===== src/verilog/set_select_pkg.sv =====
// Package: constants and carriers for the line-addressed parameter set select
package set_select_pkg;
  localparam int PARAM_W = 32;
  localparam int SET_MAX = 2;
  localparam logic [1:0] SET_COUNT_MAX = 2'h2;
  localparam logic ADDR_BIT_ZERO = 1'h0;
  localparam logic [1:0] ORIGIN_LINE_ONE = 2'h1;
  localparam int SYNC_STAGES = 3;
  localparam logic [PARAM_W-1:0] LIVE_RESET = 32'h0000_0000;

  typedef enum logic [1:0] {
    POLICY_AUTO = 2'b00,
    POLICY_LINE = 2'b01
  } step_policy_t;

  typedef enum logic [1:0] {
    ST_IDLE = 2'b00,
    ST_WAIT = 2'b01,
    ST_FRAME = 2'b10,
    ST_SETTLE = 2'b11
  } sel_state_t;

  typedef struct packed {
    logic set_switching_on;
    step_policy_t set_step_policy;
    logic [1:0] stored_set_count;
    logic slot_pointer;
    logic addr_bit_pick;
    logic [1:0] addr_bit_origin;
    logic line_invert;
  } sel_cfg_t;
endpackage : set_select_pkg


===== src/verilog/set_store_mem.sv =====
// Two-slot storage for saved parameter sets with registered read data
`timescale 1ns/1ps
`default_nettype none
module set_store_mem
  import set_select_pkg::*;
#(
  parameter int WIDTH = PARAM_W,
  parameter int DEPTH = SET_MAX
)
(
  input wire logic core_clk,
  input wire logic wr_en,
  input wire logic [$clog2(DEPTH)-1:0] wr_addr,
  input wire logic [WIDTH-1:0] wr_data,
  input wire logic [$clog2(DEPTH)-1:0] rd_addr,
  output logic [WIDTH-1:0] rd_data
);
  logic [WIDTH-1:0] mem_ff [DEPTH];

  always_ff @(posedge core_clk)
  begin
    if (wr_en)
    begin
      mem_ff[wr_addr] <= wr_data;
    end
  end

  always_ff @(posedge core_clk)
  begin
    rd_data <= mem_ff[rd_addr];
  end
endmodule : set_store_mem
`default_nettype wire


===== src/verilog/line_addressed_param_set_select.sv =====
// Line-addressed selection of stored parameter sets per frame
`timescale 1ns/1ps
`default_nettype none
// Notes on behaviour
// - Stored sets are numbered by index, first set is zero.
// - Set address is the binary index; control line drives bit 0.
// - Inversion off: high line means bit 1, low means 0.
// - Inversion on: low line means bit 1, high means 0.
// - Set count accepts at most two.
// - Address bit 0 is default pick; host assigns input line one.
// - Slot pointer accepts only 0 and 1.
// - Store copies live parameters into pointed slot, overwriting it; the code ignores store while switching is on.
// - Each trigger while waiting with line stable samples line and loads addressed set.
// - While line changes, leave waiting state and ignore triggers.
// - Switching off finishes frame and restores pre-enable live values.
module line_addressed_param_set_select
  import set_select_pkg::*;
#(
  parameter int WIDTH = PARAM_W
)
(
  input wire logic core_clk,
  input wire logic reset_n,
  input wire sel_cfg_t cfg,
  input wire logic save_live_to_slot,
  input wire logic live_wr_en,
  input wire logic [WIDTH-1:0] live_wr_data,
  input wire logic control_input_one,
  input wire logic frame_trigger,
  input wire logic frame_done,
  output logic [WIDTH-1:0] live_params,
  output logic waiting_for_trigger,
  output logic frame_active,
  output logic current_set,
  output logic trigger_ignored,
  output logic [1:0] set_count_held
);
  logic [1:0] rst_sync_ff;
  logic rst_n;
  logic [SYNC_STAGES-1:0] line_sync_ff;
  logic line_stable;
  logic line_level;
  logic addr_bit;
  sel_state_t state_ff;
  sel_state_t nxt_state;
  logic [WIDTH-1:0] saved_live_ff;
  logic load_pending_ff;
  logic load_set_ff;
  logic [WIDTH-1:0] mem_rd;
  logic switch_on_d_ff;
  logic cfg_ok;
  logic slot_ok;
  logic take_trig;

  always_ff @(posedge core_clk or negedge reset_n)
  begin
    if (!reset_n)
    begin
      rst_sync_ff <= 2'h0;
    end
    else
    begin
      rst_sync_ff <= {rst_sync_ff[0], 1'h1};
    end
  end
  assign rst_n = rst_sync_ff[1];

  always_ff @(posedge core_clk or negedge rst_n)
  begin
    if (!rst_n)
    begin
      line_sync_ff <= '0;
    end
    else
    begin
      line_sync_ff <= {line_sync_ff[SYNC_STAGES-2:0], control_input_one};
    end
  end
  // Stage 0 feeds only stage 1; stages 1 and 2 must agree
  assign line_stable = (line_sync_ff[1] == line_sync_ff[2]);
  assign line_level = line_sync_ff[2];
  assign addr_bit = cfg.line_invert ? ~line_level : line_level;

  // Set count held at most two, pointer at most one
  always_ff @(posedge core_clk or negedge rst_n)
  begin
    if (!rst_n)
    begin
      set_count_held <= 2'h0;
    end
    else if (!cfg.set_switching_on)
    begin
      set_count_held <= (cfg.stored_set_count > SET_COUNT_MAX) ?
                        SET_COUNT_MAX : cfg.stored_set_count;
    end
  end
  assign slot_ok = (cfg.slot_pointer <= 1'h1);
  assign cfg_ok = (cfg.set_step_policy == POLICY_LINE) &&
                  (cfg.addr_bit_pick == ADDR_BIT_ZERO) &&
                  (cfg.addr_bit_origin == ORIGIN_LINE_ONE);

  set_store_mem #(.WIDTH(WIDTH), .DEPTH(SET_MAX)) u_mem (
    .core_clk(core_clk),
    .wr_en(save_live_to_slot && slot_ok && !cfg.set_switching_on),
    .wr_addr(cfg.slot_pointer),
    .wr_data(live_params),
    .rd_addr(load_set_ff),
    .rd_data(mem_rd)
  );

  assign take_trig = frame_trigger && (state_ff == ST_WAIT) && line_stable &&
                     cfg.set_switching_on;
  assign trigger_ignored = frame_trigger && !take_trig &&
                           (state_ff == ST_WAIT || state_ff == ST_SETTLE);

  always_comb
  begin
    nxt_state = state_ff;
    case (state_ff)
      ST_IDLE:
      begin
        if (cfg.set_switching_on && cfg_ok)
        begin
          nxt_state = ST_WAIT;
        end
      end
      ST_WAIT:
      begin
        if (!cfg.set_switching_on)
        begin
          nxt_state = ST_IDLE;
        end
        else if (!line_stable)
        begin
          nxt_state = ST_SETTLE;
        end
        else if (take_trig)
        begin
          nxt_state = ST_FRAME;
        end
      end
      ST_SETTLE:
      begin
        if (line_stable)
        begin
          nxt_state = cfg.set_switching_on ? ST_WAIT : ST_IDLE;
        end
      end
      ST_FRAME:
      begin
        if (frame_done)
        begin
          nxt_state = cfg.set_switching_on ? ST_WAIT : ST_IDLE;
        end
      end
      default:
      begin
        nxt_state = ST_IDLE;
      end
    endcase
  end

  always_ff @(posedge core_clk or negedge rst_n)
  begin
    if (!rst_n)
    begin
      state_ff <= ST_IDLE;
    end
    else
    begin
      state_ff <= nxt_state;
    end
  end

  // Sample address at trigger; load memory data into live values three cycles later
  always_ff @(posedge core_clk or negedge rst_n)
  begin
    if (!rst_n)
    begin
      load_set_ff <= 1'h0;
      load_pending_ff <= 1'h0;
    end
    else
    begin
      load_pending_ff <= take_trig;
      if (take_trig)
      begin
        load_set_ff <= addr_bit;
      end
    end
  end

  always_ff @(posedge core_clk or negedge rst_n)
  begin
    if (!rst_n)
    begin
      switch_on_d_ff <= 1'h0;
    end
    else
    begin
      switch_on_d_ff <= (state_ff != ST_IDLE);
    end
  end

  // Snapshot live values when switching starts
  always_ff @(posedge core_clk or negedge rst_n)
  begin
    if (!rst_n)
    begin
      saved_live_ff <= LIVE_RESET;
    end
    else if (state_ff == ST_IDLE && nxt_state != ST_IDLE)
    begin
      saved_live_ff <= live_params;
    end
  end

  // Memory read lags address by one cycle, so wait two after trigger
  logic load_now_ff;
  always_ff @(posedge core_clk or negedge rst_n)
  begin
    if (!rst_n)
    begin
      load_now_ff <= 1'h0;
    end
    else
    begin
      load_now_ff <= load_pending_ff;
    end
  end

  always_ff @(posedge core_clk or negedge rst_n)
  begin
    if (!rst_n)
    begin
      live_params <= LIVE_RESET;
    end
    else if (load_now_ff)
    begin
      live_params <= mem_rd;
    end
    else if (switch_on_d_ff && state_ff == ST_IDLE)
    begin
      live_params <= saved_live_ff;
    end
    else if (live_wr_en && state_ff == ST_IDLE)
    begin
      live_params <= live_wr_data;
    end
  end

  always_ff @(posedge core_clk or negedge rst_n)
  begin
    if (!rst_n)
    begin
      current_set <= 1'h0;
    end
    else if (take_trig)
    begin
      current_set <= addr_bit;
    end
  end

  assign waiting_for_trigger = (state_ff == ST_WAIT) && line_stable;
  assign frame_active = (state_ff == ST_FRAME);

  AST_LOAD_AFTER_TRIG:
    assert property (@(posedge core_clk) disable iff (!rst_n)
      take_trig |-> ##1 (current_set == $past(addr_bit)) ##2
      (live_params == $past(mem_rd)))
    else $error("Addressed set not loaded after trigger");
  AST_IGNORE_UNSTABLE:
    assert property (@(posedge core_clk) disable iff (!rst_n)
      (!line_stable && frame_trigger) |=> (state_ff != ST_FRAME))
    else $error("Trigger accepted while line changing");
  AST_COUNT_MAX:
    assert property (@(posedge core_clk) disable iff (!rst_n)
      set_count_held <= SET_COUNT_MAX)
    else $error("Set count above two");
  AST_NONINV:
    assert property (@(posedge core_clk) disable iff (!rst_n)
      (take_trig && !cfg.line_invert) |=> (current_set == $past(line_level)))
    else $error("Non-inverted address wrong");
  AST_INV:
    assert property (@(posedge core_clk) disable iff (!rst_n)
      (take_trig && cfg.line_invert) |=> (current_set != $past(line_level)))
    else $error("Inverted address wrong");
  AST_RESTORE:
    assert property (@(posedge core_clk) disable iff (!rst_n)
      (switch_on_d_ff && state_ff == ST_IDLE && !load_now_ff) |=>
      (live_params == $past(saved_live_ff)))
    else $error("Live values not restored");
  AST_FRAME_HOLD:
    assert property (@(posedge core_clk) disable iff (!rst_n)
      (frame_active && !frame_done) |=> frame_active)
    else $error("Frame cut short");
  AST_WAIT_ONLY_STABLE:
    assert property (@(posedge core_clk) disable iff (!rst_n)
      (state_ff == ST_WAIT && !line_stable && cfg.set_switching_on) |=>
      (state_ff == ST_SETTLE && !waiting_for_trigger))
    else $error("Waiting while line moving");
endmodule : line_addressed_param_set_select
`default_nettype wire


===== config.mk =====
export PLATFORM = sky130hd
export DESIGN_NAME = line_addressed_param_set_select
export DESIGN_NICKNAME = d
export VERILOG_FILES = /design/src/verilog/set_select_pkg.sv /design/src/verilog/set_store_mem.sv /design/src/verilog/line_addressed_param_set_select.sv
export SDC_FILE = /design/constraint.sdc
export NUM_CORES = 1
export LEC_CHECK = 0
export ABC_AREA = 1
export CORE_UTILIZATION = 45
export CTS_BUF_LIST = sky130_fd_sc_hd__clkbuf_8
export CTS_CLUSTER_DIAMETER = 60
export DETAILED_ROUTE_END_ITERATION = 10
export DONT_BUFFER_PORTS = 1
export PLACE_DENSITY_LB_ADDON = 0.08
export SYNTH_ARGS = -nofsm -noshare
export SYNTH_HDL_FRONTEND = slang
export SYNTH_SLANG_ARGS = --single-unit

===== constraint.sdc =====
create_clock -name core_clk -period 2.87 [get_ports core_clk]
set_input_delay 0.287 -clock core_clk [delete_from_list [all_inputs] [get_ports core_clk]]
set_output_delay 0.287 -clock core_clk [all_outputs]
set_load 0.005 [all_outputs]

Word-level counts from Yosys, hierarchy flattened
Memories as Yosys holds them, arrays and structs flattened. A register that Yosys moved wholly into a read port is not among the register bits.
Index checks and enable logic that the tools add are counted.
{ "classes": {"bitwise": 2, "n_mux": 15, "eq_ne": 6, "order_cmp": 2, "n_reduce_logical": 21} }
{ "ops": {"columns": ["cell", "count"], "rows": [
  ["$mux W32", 3],
  ["$logic_and A1 B1 Y1", 14],
  ["$mux W2", 7],
  ["$pmux W2 S4", 1],
  ["$eq A2 B1 Y1 const B", 3],
  ["$eq A2 B2 Y1 const B", 2],
  ["$mux W1", 4],
  ["$reduce_bool A2 Y1", 2],
  ["$reduce_bool A3 Y1", 1],
  ["$gt A2 B2 Y1 const B", 1],
  ["$logic_not A1 Y1", 2],
  ["$logic_not A2 Y1", 1],
  ["$not A1 Y1", 2],
  ["$eq A1 B1 Y1", 1],
  ["$le A1 B1 Y1 const B", 1],
  ["$logic_or A1 B1 Y1", 1]
]} }
{ "word_totals": {"mem_count": 1, "regBits": 77, "inputBits": 49, "mem_bits_rw": 64, "output_inout_bits": 38} }
{ "mem_list": {"columns": ["name", "words", "width", "rd", "rd_ports_with_merged_regs", "write_ports", "line", "text"], "rows": [
  ["u_mem.mem_ff", 2, 32, 1, 1, 1, "set_store_mem.sv:18", "logic [WIDTH-1:0] mem_ff [DEPTH];"]
]} }

Logic depth before layout (Yosys ltp)
{ "depth": {"ltp_word": 10, "depth_mapped": 7, "depth_no_buf": 7} }

Hierarchy
A second synthesis with hierarchy kept.
{ "unflattened": {"cells_unflattened": 728, "area_unflattened_um2": 6974.2} }
{ "modules_own_cells": {"columns": ["module", "instances", "seq_area_each_um2", "area_per_inst_um2", "cells_each"], "rows": [
  ["line_addressed_param_set_select", 1, 1926.8, 3905.0, 524],
  ["set_store_mem", 1, 2562.5, 3069.2, 204]
]} }

Worst setup path before layout
No wires, ideal clock.
{ "synth_timing": {"path_kind": "input-to-reg", "startpoint": "input port cfg[9] in the netlist's numbering", "endpoint": "memory u_mem.mem_ff[0][0] in the netlist's numbering (enable)", "arrival_time_ps": 1871, "path_stages": 3, "setup_ps": 421, "setup_slack_ps": 578, "path_cell_list": "inv_1 nand2_1 nor2_1"} }
{ "synth_between": {"elab_chain_cells": 4} }
{ "synth_rtl": {"columns": ["item", "line", "text"], "rows": [
  ["start: declaration", "line_addressed_param_set_select.sv:24", "input wire sel_cfg_t cfg,"],
  ["$logic_not A1 Y1", null, null],
  ["$logic_and A1 B1 Y1", "line_addressed_param_set_select.sv:104", ".wr_en(save_live_to_slot && slot_ok && !cfg.set_switching_on),"],
  ["$mux W1", "set_store_mem.sv:22", "if (wr_en)"],
  ["$mux W1 (implied by the code)", "set_store_mem.sv:24", "mem_ff[wr_addr] <= wr_data;"],
  ["end: declaration", "set_store_mem.sv:18", null]
]} }
No other way between the ends.

Worst setup path in the final report
{ "layout_timing": {"startpoint": "register state_ff[0]", "endpoint": "register saved_live_ff[6]"} }
{ "layout_between": {"elab_chain_cells": 10} }
{ "layout_rtl": {"columns": ["item", "line", "text"], "rows": [
  ["start: declaration", "line_addressed_param_set_select.sv:44", "sel_state_t state_ff;"],
  ["start signal: assignment", "line_addressed_param_set_select.sv:171", "state_ff <= nxt_state;"],
  ["$eq A2 B1 Y1", "line_addressed_param_set_select.sv:111, line_addressed_param_set_select.sv:119", null],
  ["$logic_and A1 B1 Y1 (3 in series)", "line_addressed_param_set_select.sv:111", "assign take_trig = frame_trigger && (state_ff == ST_WAIT) && line_stable &&"],
  ["$mux W2", "line_addressed_param_set_select.sv:137", "else if (take_trig)"],
  ["$mux W2", "line_addressed_param_set_select.sv:133", "else if (!line_stable)"],
  ["$mux W2", "line_addressed_param_set_select.sv:129", "if (!cfg.set_switching_on)"],
  ["$pmux W2 S4", "line_addressed_param_set_select.sv:119", "case (state_ff)"],
  ["$reduce_bool A2 Y1", "line_addressed_param_set_select.sv:212", "else if (state_ff == ST_IDLE && nxt_state != ST_IDLE)"],
  ["$logic_and A1 B1 Y1 (*)", "line_addressed_param_set_select.sv:212", null],
  ["end signal: assignment", "line_addressed_param_set_select.sv:214", "saved_live_ff <= live_params;"],
  ["end: declaration", "line_addressed_param_set_select.sv:46", "logic [WIDTH-1:0] saved_live_ff;"]
]} }
Every way passes the cells marked *; elsewhere a longest branch is shown, timed or not.
A chain may end at the register's enable or synchronous reset.

==> results.toml <==
[outcome]
status = "complete, no violations"

[sta]
timing.final.crit_period_ps = 2234
timing.hold.ws_ps = 44.05
hold_violations = 0
setup_viol = 0
finalMaxSlewViolations = 0
skew_ps = 11.70
rsz0062_at_grt = "false"
worst_slack_ps = 636.1
tns_ps = 0
max_clock_freq_mhz = 447.7
period_share_pct = 77.84
relSlewSlack_pct = 32.04
worst_slew_pin_slew_ps = 1019

[yosys]
synth_seq_cells = 173
synth_edf_count = 64
synth_cell_types = 23
synth_area_um2 = 6710
async_flop_share_pct = 44.51
synth.yosys.seq_area_share_pct = 66.90
synth_common_cells = "nand2_1 (271), nand3_1 (130), dfrtp_1 (77), edfxtp_1 (64)"
yosys_warnings = 0
syn_avg_cell_area_um2 = 9.839
synth_top_area_cell = "dfrtp_1"
synth.top_cell.area_share_pct = 28.72
synth_most_common_cell = "nand2_1"
ys.flop_type = "dfrtp_1"
syn_nets = 731
synthCells = 682
synthTopCellsByArea = "dfrtp_1 (29%), edfxtp_1 (29%), nand2_1 (15%)"

[worst_setup_path]
worst_ep_arrival_time_ps = 2570
path_max_fanout = 20
ff2ff_path_depth = 7
cp_top_family = "simple AND/OR/NAND/NOR gates"
r2r_start = "state_ff[0]"
cp_common_cell = "nand2_1"
critPathRequiredTime_ps = 3210
r2r_setup_slack_ps = 640
crit_path_end_kind = "register"
crit_type = "register to register"
start_kind = "register"
slowest_stage = "dfrtp_1"
crit_chain = "nor2_4 > inv_2 > nor3_4 > nand2_1 > buf_4 > nand2_1 > nand2_1"
path_buf_inv = 2
r2r-end = "saved_live_ff[6]"
critical_path.max_stage_delay_ps = 450

[routing]
wl_met2_um = 7294
viasPerCell = 5.257
wl_per_cell_um = 17.27
wl_met3_um = 1077
met1_length_um = 6663
drt-pass1-iter-count = 7
drtIter0Drc = 299
highest_layer = "met4"
antenna_left = 0
routed_wl_um = 15200
drc = 0
num_vias = 4626

[floorplanning]
die_area_um2 = 15400
core_um2 = 14530
initial_core_util_pct = 46.17
io_pins = 87
die_w_um = 124.1
die_y_um = 124.1
rows = 44

[place]
post-dp-hpwl_um = 9294
gp_congestion = 0.7427
port_buffers = 0
place_ws_ps = 619.3

[min_path]
min-delay-start = "cfg[0]"
min_to = "load_set_ff"
min_delay_path_depth = 3
hold_path_class = "input port to register"

[clocking]
cts_max_level = 4
cts.sinks = 173
cts_buffers = 17
root_buffer = "clkbuf_8"
clock_latency_ps = 450
cts_max_path_buffers = 2
cts.clk_slew.worst_paths_ps = 90
postCtsSetupBuffers = 0
cts_tree = "done"

[grt]
first_global_vias = 4480
grt_overflow_total = 0
grt_first_pass_wirelength_um = 24010
grt.total_usage_pct = 21.51
grt_max_degree = 76
antenna_found_initial = 0

[flow_run]
maxCapViolations = 0

[cells_and_area]
multi_input_area_um2 = 2034
drive_gt1_share_pct = 12.21
n_fill_cell = 1340
finish.utilization_pct = 50.75
syn_to_final_growth_pct = 9.920
diodes = 0
nets = 732
regArea_um2 = 4493

[power]
vdd_drop_max_mv = 0.3254
p_per_area_nw_per_um2 = 726.7
power.leakage_nw = 3.373
-- through the flow --
step	cell area, um^2	std cells	power (mW)
after CTS	7376	880	5.421
after global routing	7376	880	5.642
final	7376	880	5.360
after detailed placement	6920	841	3.769
after global placement	6920	841	3.739
after floorplan	6710	682	3.548
-- how the worst max path moves through the flow --
stage	startpoint	endpoint	slack [ps]	depth (start not counted)
finish	state_ff[0]	saved_live_ff[6]	640	7
global route	state_ff[0]	saved_live_ff[6]	410	7
CTS	state_ff[0]	saved_live_ff[6]	600	7
detailed placement	state_ff[0]	saved_live_ff[6]	620	7
global placement	state_ff[0]	saved_live_ff[2]	680	7
floorplan	rst_sync_ff[1]	line_sync_ff[0]	570	0
-- power breakdown --
group	leakage, nW	internal, mW	total (mW)	switching (mW)
logic	1.36	0.179	0.535	0.356
registers	1.84	2.93	3.18	0.252
clock network	0.173	0.766	1.64	0.879
total	3.37	3.87	5.36	1.49
-- timing repair --
action | CTS | global route
gates resized for setup | 0 | 0
hold buffers | 7 | 0
endpoints found under the hold margin | 6 | 0
setup endpoints to repair | 0 | 0
-- sequential cells by signal (all words and copies together) (netlist names) --
| signal | cells |
|---|---|
| switch_on_d_ff | 1 |
| live_params | 32 |
| load_now_ff | 1 |
| load_pending_ff | 1 |
| load_set_ff | 1 |
| state_ff | 2 |
| line_sync_ff | 3 |
| saved_live_ff | 32 |
| rst_sync_ff | 2 |
| u_mem.rd_data | 32 |
| u_mem.mem_ff | 64 |
| set_count_held | 2 |
-- cells by family (layout without fill, tap and decap cells) --
logic type / count (synthesis) / in the layout / synth area share, %
xor+xnor: 2 / 2 / 0.2611
buf+inv: 51 / 65 / 3.095
simple gates: 449 / 449 / 29.18
other cells: 1 / 1 / 0.05589
flops: 173 / 173 / 66.90
compound gates: 6 / 6 / 0.5034
-- area by class of cell --
class | count | share of cell area (%)
Clock buffer | 17 | 3.172
Clock inverter | 15 | 2.053
Inverter | 12 | 0.6107
Multi-Input combinational cell | 458 | 27.58
Sequential cell | 173 | 60.92
Tap cell | 184 | 3.121
Timing Repair Buffer | 21 | 2.545
-- worst min-delay path, stage by stage --
cell,delay (ps)
xor2_1,40
nand2_1,60
o21ai_0,70
-- layout by cell type (no fill, tap or decap), types with 2 or more instances in the layout --
cell | Yosys | routed
inv_2 | 1 | 2
buf_4 | 0 | 13
nor2_4 | 1 | 3
clkinvlp_4 | 0 | 8
dfrtp_1 | 77 | 76
or2_2 | 32 | 32
nor2_1 | 11 | 9
nand2_1 | 271 | 271
clkinv_4 | 0 | 2
bufinv_16 | 0 | 2
clkbuf_8 | 0 | 17
o21ai_0 | 4 | 4
dlygate4sd3_1 | 0 | 7
edfxtp_1 | 64 | 64
clkinv_2 | 0 | 2
nand3_1 | 130 | 130
nor3_4 | 1 | 2
inv_1 | 11 | 11
dfxtp_1 | 32 | 32
-- per-layer routing --
metal  track usage (%)  up-vias
li1                  -     2216
met1             26.29     2270
met5                 0        -
met4             7.515        0
met2             35.22      127
met3             7.509       13
(Power assumes the default switching activity.)
